File: src/pkg/idec_map.svh
// What this block does
// - each instruction is one 14-bit word: opcode part plus operand fields.
// - every word falls in exactly one class: byte, bit, or literal/control.
// - byte and bit words carry a 7-bit register address, 0x00 to 0x7F.
// - byte words: destination bit 0 writes W, 1 writes the file register.
// - bit words: 3-bit field picks one bit of the 8-bit register.
// - literal/control words carry an 8-bit or an 11-bit constant.
// - don't-care bits are ignored; decoding is the same for 0 or 1.
// - one instruction cycle is four clock periods; sequencing steps once per cycle.
// - one cycle per instruction; taken skip or PC change adds a NOP cycle.
// - a named file register is read, even if write-only, then modified; it is written only when it is the destination.
`ifndef IDEC_MAP_SVH
`define IDEC_MAP_SVH

// ----------------------------------------
// word layout
// ----------------------------------------
`define IDEC_WORD_W 14
`define IDEC_PC_W 13
`define IDEC_CLS_HI 13
`define IDEC_CLS_LO 12
`define IDEC_OP_HI 11
`define IDEC_OP_LO 8
`define IDEC_D_BIT 7
`define IDEC_F_HI 6
`define IDEC_F_LO 0
`define IDEC_B_HI 9
`define IDEC_B_LO 7
`define IDEC_BOP_HI 11
`define IDEC_BOP_LO 10
`define IDEC_K8_HI 7
`define IDEC_K11_HI 10
`define IDEC_JMP_BIT 11

// ----------------------------------------
// encodings
// ----------------------------------------
`define IDEC_TOP_BYTE 2'h0
`define IDEC_TOP_BIT 2'h1
`define IDEC_TOP_JMP 2'h2
`define IDEC_TOP_LIT 2'h3
`define IDEC_OP_MISC 4'h0
`define IDEC_OP_DECFSZ 4'hB
`define IDEC_OP_INCFSZ 4'hF
`define IDEC_MISC_RETURN 7'h08
`define IDEC_MISC_RETFIE 7'h09
`define IDEC_MISC_SLEEP 7'h63
`define IDEC_MISC_CLRWDT 7'h64
`define IDEC_MISC_NOP_MASK 7'h1F

// ----------------------------------------
// timing and reset
// ----------------------------------------
`define IDEC_Q_PER_CYCLE 4
`define IDEC_RESET_PC 13'h0000

`endif

File: src/pkg/idec_pkg.sv
`include "idec_map.svh"

package idec_pkg;

  typedef enum logic [3:0] {
    CLS_BYTE = 4'b0001,
    CLS_BIT = 4'b0010,
    CLS_LIT = 4'b0100,
    CLS_CTL = 4'b1000
  } class_t;

  typedef enum logic [4:0] {
    CTL_NONE = 5'b00001,
    CTL_RETURN = 5'b00010,
    CTL_RETFIE = 5'b00100,
    CTL_SLEEP = 5'b01000,
    CTL_CLRWDT = 5'b10000
  } ctl_t;

  typedef enum logic [3:0] {
    PH_Q1 = 4'b0001,
    PH_Q2 = 4'b0010,
    PH_Q3 = 4'b0100,
    PH_Q4 = 4'b1000
  } phase_t;

  typedef struct packed {
    class_t cls;
    logic [3:0] op;
    logic dest;
    logic [6:0] faddr;
    logic [2:0] bsel;
    logic [10:0] k;
    logic k_wide;
    ctl_t ctl;
    logic uses_file;
    logic is_skip;
    logic skip_on_set;
    logic is_goto;
    logic is_call;
    logic is_ret;
    logic wr_w;
    logic wr_f;
  } dec_t;

  typedef struct packed {
    logic rd;
    logic modify;
    logic wr_f;
    logic wr_w;
    logic push;
    logic pop;
    logic flush;
  } strobe_t;

endpackage

File: src/core/phase_gen.sv
`timescale 1ns/100ps
module phase_gen (
  input wire logic clk,
  input wire logic rst,
  output idec_pkg::phase_t phase,
  output logic cycle_end
);
  import idec_pkg::*;

  phase_t phase_r;
  phase_t phase_nxt;

  // ----------------------------------------
  // four-phase rotation
  // ----------------------------------------
  always_comb begin
    unique case (phase_r)
      PH_Q1: phase_nxt = PH_Q2;
      PH_Q2: phase_nxt = PH_Q3;
      PH_Q3: phase_nxt = PH_Q4;
      PH_Q4: phase_nxt = PH_Q1;
      default: phase_nxt = PH_Q1;
    endcase
  end

  always_ff @(posedge clk or posedge rst) begin
    if (rst) begin
      phase_r <= PH_Q1;
    end else begin
      phase_r <= phase_nxt;
    end
  end

  assign phase = phase_r;
  assign cycle_end = (phase_r == PH_Q4);

endmodule

File: src/core/word_decoder.sv
`timescale 1ns/100ps
`include "idec_map.svh"
module word_decoder (
  input wire logic [`IDEC_WORD_W-1:0] word,
  output idec_pkg::dec_t dec
);
  import idec_pkg::*;

  // ----------------------------------------
  // field split
  // ----------------------------------------
  wire [1:0] top = word[`IDEC_CLS_HI:`IDEC_CLS_LO];
  wire [3:0] op_raw = word[`IDEC_OP_HI:`IDEC_OP_LO];
  wire [1:0] bop = word[`IDEC_BOP_HI:`IDEC_BOP_LO];
  wire dbit = word[`IDEC_D_BIT];
  wire [6:0] faddr = word[`IDEC_F_HI:`IDEC_F_LO];
  wire is_byte = (top == `IDEC_TOP_BYTE);
  wire is_misc = is_byte && (op_raw == `IDEC_OP_MISC) && !dbit;
  wire byte_op = is_byte && !is_misc;
  wire bit_op = (top == `IDEC_TOP_BIT);
  wire lit_op = (top == `IDEC_TOP_LIT);
  wire jmp_op = (top == `IDEC_TOP_JMP);
  wire bit_test = bit_op && bop[1];
  wire byte_skip = byte_op && ((op_raw == `IDEC_OP_DECFSZ) || (op_raw == `IDEC_OP_INCFSZ));
  wire m_ret = is_misc && (faddr == `IDEC_MISC_RETURN);
  wire m_rfie = is_misc && (faddr == `IDEC_MISC_RETFIE);
  wire m_slp = is_misc && (faddr == `IDEC_MISC_SLEEP);
  wire m_wdt = is_misc && (faddr == `IDEC_MISC_CLRWDT);
  wire retlw = lit_op && (op_raw[3:2] == 2'h1);

  // don't-care literal opcode bits forced to zero
  wire [3:0] lit_norm = (op_raw[3:2] != 2'h2) ?
    ((op_raw[3:2] == 2'h3) ? {op_raw[3:1], 1'b0} : {op_raw[3:2], 2'h0}) : op_raw;
  wire [3:0] op_norm = lit_op ? lit_norm : (bit_op ? {2'h0, bop} : op_raw);

  // ----------------------------------------
  // assembled result
  // ----------------------------------------
  always_comb begin
    dec = '0;
    dec.cls = byte_op ? CLS_BYTE : bit_op ? CLS_BIT : lit_op ? CLS_LIT : CLS_CTL;
    dec.op = op_norm;
    dec.dest = byte_op ? dbit : 1'b0;
    dec.faddr = (byte_op || bit_op) ? faddr : 7'h00;
    dec.bsel = bit_op ? word[`IDEC_B_HI:`IDEC_B_LO] : 3'h0;
    dec.k = jmp_op ? word[`IDEC_K11_HI:0] : {3'h0, word[`IDEC_K8_HI:0]};
    dec.k_wide = jmp_op;
    dec.ctl = m_ret ? CTL_RETURN : m_rfie ? CTL_RETFIE :
              m_slp ? CTL_SLEEP : m_wdt ? CTL_CLRWDT : CTL_NONE;
    dec.uses_file = byte_op || bit_op;
    dec.is_skip = bit_test || byte_skip;
    dec.skip_on_set = bit_test && bop[0];
    dec.is_goto = jmp_op && word[`IDEC_JMP_BIT];
    dec.is_call = jmp_op && !word[`IDEC_JMP_BIT];
    dec.is_ret = m_ret || m_rfie || retlw;
    dec.wr_w = (byte_op && !dbit) || lit_op;
    dec.wr_f = (byte_op && dbit) || (bit_op && !bop[1]);
  end

endmodule

File: src/core/instruction_decode_timing.sv
`timescale 1ns/100ps
`include "idec_map.svh"
module instruction_decode_timing (
  input wire logic CLOCK,
  input wire logic RST,
  output logic [`IDEC_PC_W-1:0] PM_ADDR,
  input wire logic [`IDEC_WORD_W-1:0] PM_DATA,
  output idec_pkg::dec_t EXEC_DEC,
  output logic EXEC_VALID,
  output idec_pkg::phase_t PHASE,
  output idec_pkg::strobe_t STROBE,
  output logic [`IDEC_PC_W-1:0] PUSH_ADDR,
  input wire logic [`IDEC_PC_W-1:0] STACK_TOP,
  input wire logic [1:0] PAGE_BITS,
  input wire logic SKIP_COND,
  input wire logic PCL_WRITE,
  input wire logic [`IDEC_PC_W-1:0] PCL_VALUE
);
  import idec_pkg::*;

  // ----------------------------------------
  // phase sequencing
  // ----------------------------------------
  phase_t phase;
  logic cycle_end;

  phase_gen u_phase (
    .clk(CLOCK),
    .rst(RST),
    .phase(phase),
    .cycle_end(cycle_end)
  );

  // ----------------------------------------
  // fetched word decode
  // ----------------------------------------
  dec_t fetch_dec;

  word_decoder u_dec (
    .word(PM_DATA),
    .dec(fetch_dec)
  );

  // ----------------------------------------
  // state
  // ----------------------------------------
  logic [`IDEC_PC_W-1:0] pc_r;
  logic [`IDEC_PC_W-1:0] pc_nxt;
  dec_t exec_r;
  logic valid_r;

  // ----------------------------------------
  // flow decision at end of cycle
  // ----------------------------------------
  wire q2 = (phase == PH_Q2);
  wire q3 = (phase == PH_Q3);
  wire q4 = cycle_end;
  wire skip_hit = exec_r.is_skip && SKIP_COND;
  wire jump_k = exec_r.is_goto || exec_r.is_call;
  wire flow = valid_r && (jump_k || exec_r.is_ret || skip_hit || PCL_WRITE);
  wire [`IDEC_PC_W-1:0] jump_pc = {PAGE_BITS, exec_r.k};
  wire [`IDEC_PC_W-1:0] pc_inc = pc_r + `IDEC_PC_W'(1);

  always_comb begin
    pc_nxt = pc_inc;
    if (valid_r) begin
      if (jump_k) begin
        pc_nxt = jump_pc;
      end else if (exec_r.is_ret) begin
        pc_nxt = STACK_TOP;
      end else if (PCL_WRITE) begin
        pc_nxt = PCL_VALUE;
      end
    end
  end

  // ----------------------------------------
  // per-cycle pipeline advance
  // ----------------------------------------
  always_ff @(posedge CLOCK or posedge RST) begin
    if (RST) begin
      pc_r <= `IDEC_RESET_PC;
      exec_r <= '0;
      valid_r <= 1'b0;
    end else if (q4) begin
      pc_r <= pc_nxt;
      exec_r <= fetch_dec;
      valid_r <= !flow;
    end
  end

  // ----------------------------------------
  // read-modify-write strobes
  // ----------------------------------------
  assign STROBE.rd = valid_r && exec_r.uses_file && q2;
  assign STROBE.modify = valid_r && q3;
  assign STROBE.wr_f = valid_r && exec_r.wr_f && q4;
  assign STROBE.wr_w = valid_r && exec_r.wr_w && q4;
  assign STROBE.push = valid_r && exec_r.is_call && q4;
  assign STROBE.pop = valid_r && exec_r.is_ret && q4;
  assign STROBE.flush = flow && q4;

  // ----------------------------------------
  // outputs
  // ----------------------------------------
  assign PM_ADDR = pc_r;
  assign PUSH_ADDR = pc_r;
  assign EXEC_DEC = exec_r;
  assign EXEC_VALID = valid_r;
  assign PHASE = phase;

endmodule

File: config.mk
export PLATFORM = sky130hd
export DESIGN_NAME = instruction_decode_timing
export DESIGN_NICKNAME = d
export VERILOG_FILES = /design/src/pkg/idec_pkg.sv /design/src/core/phase_gen.sv /design/src/core/word_decoder.sv /design/src/core/instruction_decode_timing.sv
export VERILOG_INCLUDE_DIRS = /design/src /design/src/pkg
export SDC_FILE = /design/constraint.sdc
export NUM_CORES = 1
export LEC_CHECK = 0
export ABC_AREA = 0
export BUFFER_PORTS_ARGS = -buffer_cell sky130_fd_sc_hd__buf_2
export CAP_MARGIN = 25
export CELL_PAD_IN_SITES_DETAIL_PLACEMENT = 0
export CELL_PAD_IN_SITES_GLOBAL_PLACEMENT = 2
export CORE_ASPECT_RATIO = 1.2
export CORE_MARGIN = 4
export CORE_UTILIZATION = 28
export DETAILED_ROUTE_END_ITERATION = 10
export MAX_ROUTING_LAYER = met4
export PLACE_DENSITY_LB_ADDON = 0.25
export SYNTH_ARGS = -nofsm -noshare
export SYNTH_HDL_FRONTEND = slang
export SYNTH_SLANG_ARGS = --single-unit
File: constraint.sdc
create_clock -name CLOCK -period 2.37 [get_ports CLOCK]
set_input_delay 0.474 -clock CLOCK [delete_from_list [all_inputs] [get_ports CLOCK]]
set_output_delay 0.474 -clock CLOCK [all_outputs]
set_load 0.1 [all_outputs]
==> flow_summary.toml <==
[status]
status = "completed"

[clocking]
clk_pin_slew_ns = 0.05
cts-resized-gates = 2
clkSinkCount = 62
insertion_delay_ns = 0.32
cts_root_buffer = "clkbuf_16"
post_cts_buffers = 0
cts_buffer_depth = 2
cts_hold_buf = 0
cts_tree = "done"
cts_buffers = 9
h-tree-depth = 3

[sta]
setup_slack_ns = 0.06039
holdWs_ns = 0.2298
worstMarginPinSlew_ns = 0.8216
relSlewSlack_pct = 44.64
tns_ns = 0
finalSetupViolCount = 0
maxSlewViolCount = 0
rsz0062_at_grt = "true"
hold_viol = 0
fmax_ghz = 0.4330
finClkSkew_ns = 0.006448
fin_crit_ns = 2.310
fin_crit_sh_pct = 97.45

[power]
power_density_nw_per_um2 = 959.3
ir_drop_uv = 449.9
p_leak_nw = 2.161

[worst_setup_path]
crit_required_ns = 1.90
critPathKind = "reg2out"
cpLargestDelayFamily = "simple AND/OR/NAND/NOR gates"
crit_path_max_fanout = 26
path_cells = "nor4b_4 -> buf_6 -> and3_4 -> buf_12"
cp-end-kind = "output pin"
slowest_delay_ns = 0.44
cp-start-kind = "register"
crit_buf_inv = 2
crit_arrival_ns = 1.84
cpMaxStageDelayCell = "dfrtp_2"

[synthesis]
ys_seq_elements = 62
syn-instance-count = 387
syn-cell-area_um2 = 3413
synth.distinct_cells = 58
synth_edf_count = 0
synth_nets = 434
async_reset_ff_share_pct = 100.0
ys_seq_area_share_pct = 45.49
synthFlopType = "dfrtp_1"
synth.avg_cell_area_um2 = 8.820
ys.warnings.count = 0

[global_routing]
grt_pass1_vias = 3483
grt-ovfl-total = 0
track_usage_pct = 18.71
grt_pass1_wl_um = 19570
grt_max_degree = 33
antenna_found_initial = 0

[routing]
final_antenna_net_count = 0
via_per_inst = 5.188
drt_drc_violations_left = 0
routed_wl_um = 12430
dr.pass1.iters = 4
drt_iter0_drc = 212
wire_per_inst_um = 18.67
num_vias = 3455

[finish]
post-route-util_pct = 39.36
final_net_count = 551
n_antenna_cell = 0
areaGrowthSynthToFinish_pct = 35.26
final_layout_size_suffix_gt1_share_pct = 36.35

[run]
maxCapViolations = 0

[worst_hold_path]
hp-class = "in2async"

[placed_design]
dp_hpwl_um = 9277
gp_congestion = 0.8729
place_ws_ns = 0.1348
port_buffers = 127

[die]
row_count = 43
core-area_um2 = 11730
start_util_pct = 29.10
die_area_um2 = 14030
dieWidth_um = 108.8
die_h_um = 128.9
ios = 128
metrics by stage:
step,cell area [um2],instances,power [mW]
after floorplan,3471,387,2.951
after global placement,4338,650,3.254
after detailed placement,4338,650,3.264
after CTS,4608,666,4.471
after global routing,4617,666,4.619
final,4617,666,4.429
power by group:
group,internal [mW],switching (mW)
Sequential,1.16,0.169
Clock,0.734,0.456
Combinational,0.333,1.57
Total,2.23,2.20
registers in the layout (all words and copies together), names as in the netlist:
signal         flops
u_phase.phase      4
EXEC_VALID         1
EXEC_DEC          44
PM_ADDR           13
synth_stat cells (all sizes together) (5+ instances only):
| cell | number | area share (%) |
|---|---|---|
| nor2 | 15 | 1.6 |
| a221oi | 5 | 1.3 |
| o21ai | 26 | 3.8 |
| nand2 | 72 | 7.9 |
| nand3 | 16 | 2.3 |
| nand2b | 5 | 0.92 |
| nor3 | 12 | 1.9 |
| inv | 7 | 0.77 |
| a211oi | 8 | 1.8 |
| nand4 | 5 | 0.92 |
| nor2b | 5 | 0.92 |
| a22o | 10 | 2.6 |
| a21oi | 16 | 2.3 |
| nor4 | 5 | 1.1 |
| dfrtp | 61 | 45 |
| and3 | 6 | 1.1 |
| clkbuf | 19 | 2.1 |
| buf | 21 | 3.9 |
layer usage:
metal / global-route usage, % / vias to the layer above / part of all wire (%)
li1: - / 1641 / -
met1: 23.94 / 1679 / 44
met2: 30.59 / 126 / 49
met3: 2.910 / 9 / 6.0
met4: 5.423 / 0 / 1.0
met5: - / - / 0
cell usage in the layout, fill, tap and decap left out, types with 10 or more instances in the layout:
master	count
dfrtp_1	52
nand2_1	72
nand3_1	16
nor3_1	11
a22o_1	10
a21oi_1	16
buf_4	18
nor2_1	14
o21ai_0	26
buf_2	120
worst paths after layout:
path	from	endpoint	slack (ns)	depth (start not counted)
setup / recovery	u_phase.phase[1]	STROBE[4]	0.06	4
hold / removal	RST	EXEC_DEC[17]	0.23	2
setup reg to reg	u_phase.phase[1]	PM_ADDR[4]	0.16	6
hold reg to reg	EXEC_DEC[5]	EXEC_DEC[5]	0.47	2
max in group asynchronous	RST	EXEC_DEC[3]	1.52	3
min in group CLOCK	PM_DATA[4]	EXEC_DEC[18]	0.39	3
cell type report:
type | count | area, um2
clock buffer | 14 | 254.0
clock inverter | 2 | 10.01
fill | 1240 | 7112
inverter | 8 | 30.03
multi-input combinational | 277 | 1688
sequential | 62 | 1564
tap | 157 | 196.4
timing repair buffer | 146 | 874.6
logic make-up (layout without fill, tap and decap cells):
| family | count (synthesis) | after routing | share of synthesized area [%] |
|---|---|---|---|
| flops | 62 | 62 | 45.49 |
| fa+ha+maj | 1 | 1 | 0.3665 |
| compound gates | 106 | 106 | 21.59 |
| buf+inv | 48 | 170 | 6.855 |
| xor+xnor | 1 | 1 | 0.2566 |
| mux | 5 | 5 | 1.503 |
| simple gates | 164 | 164 | 23.94 |
No activity file was read; power rests on OpenSTA's default activity.
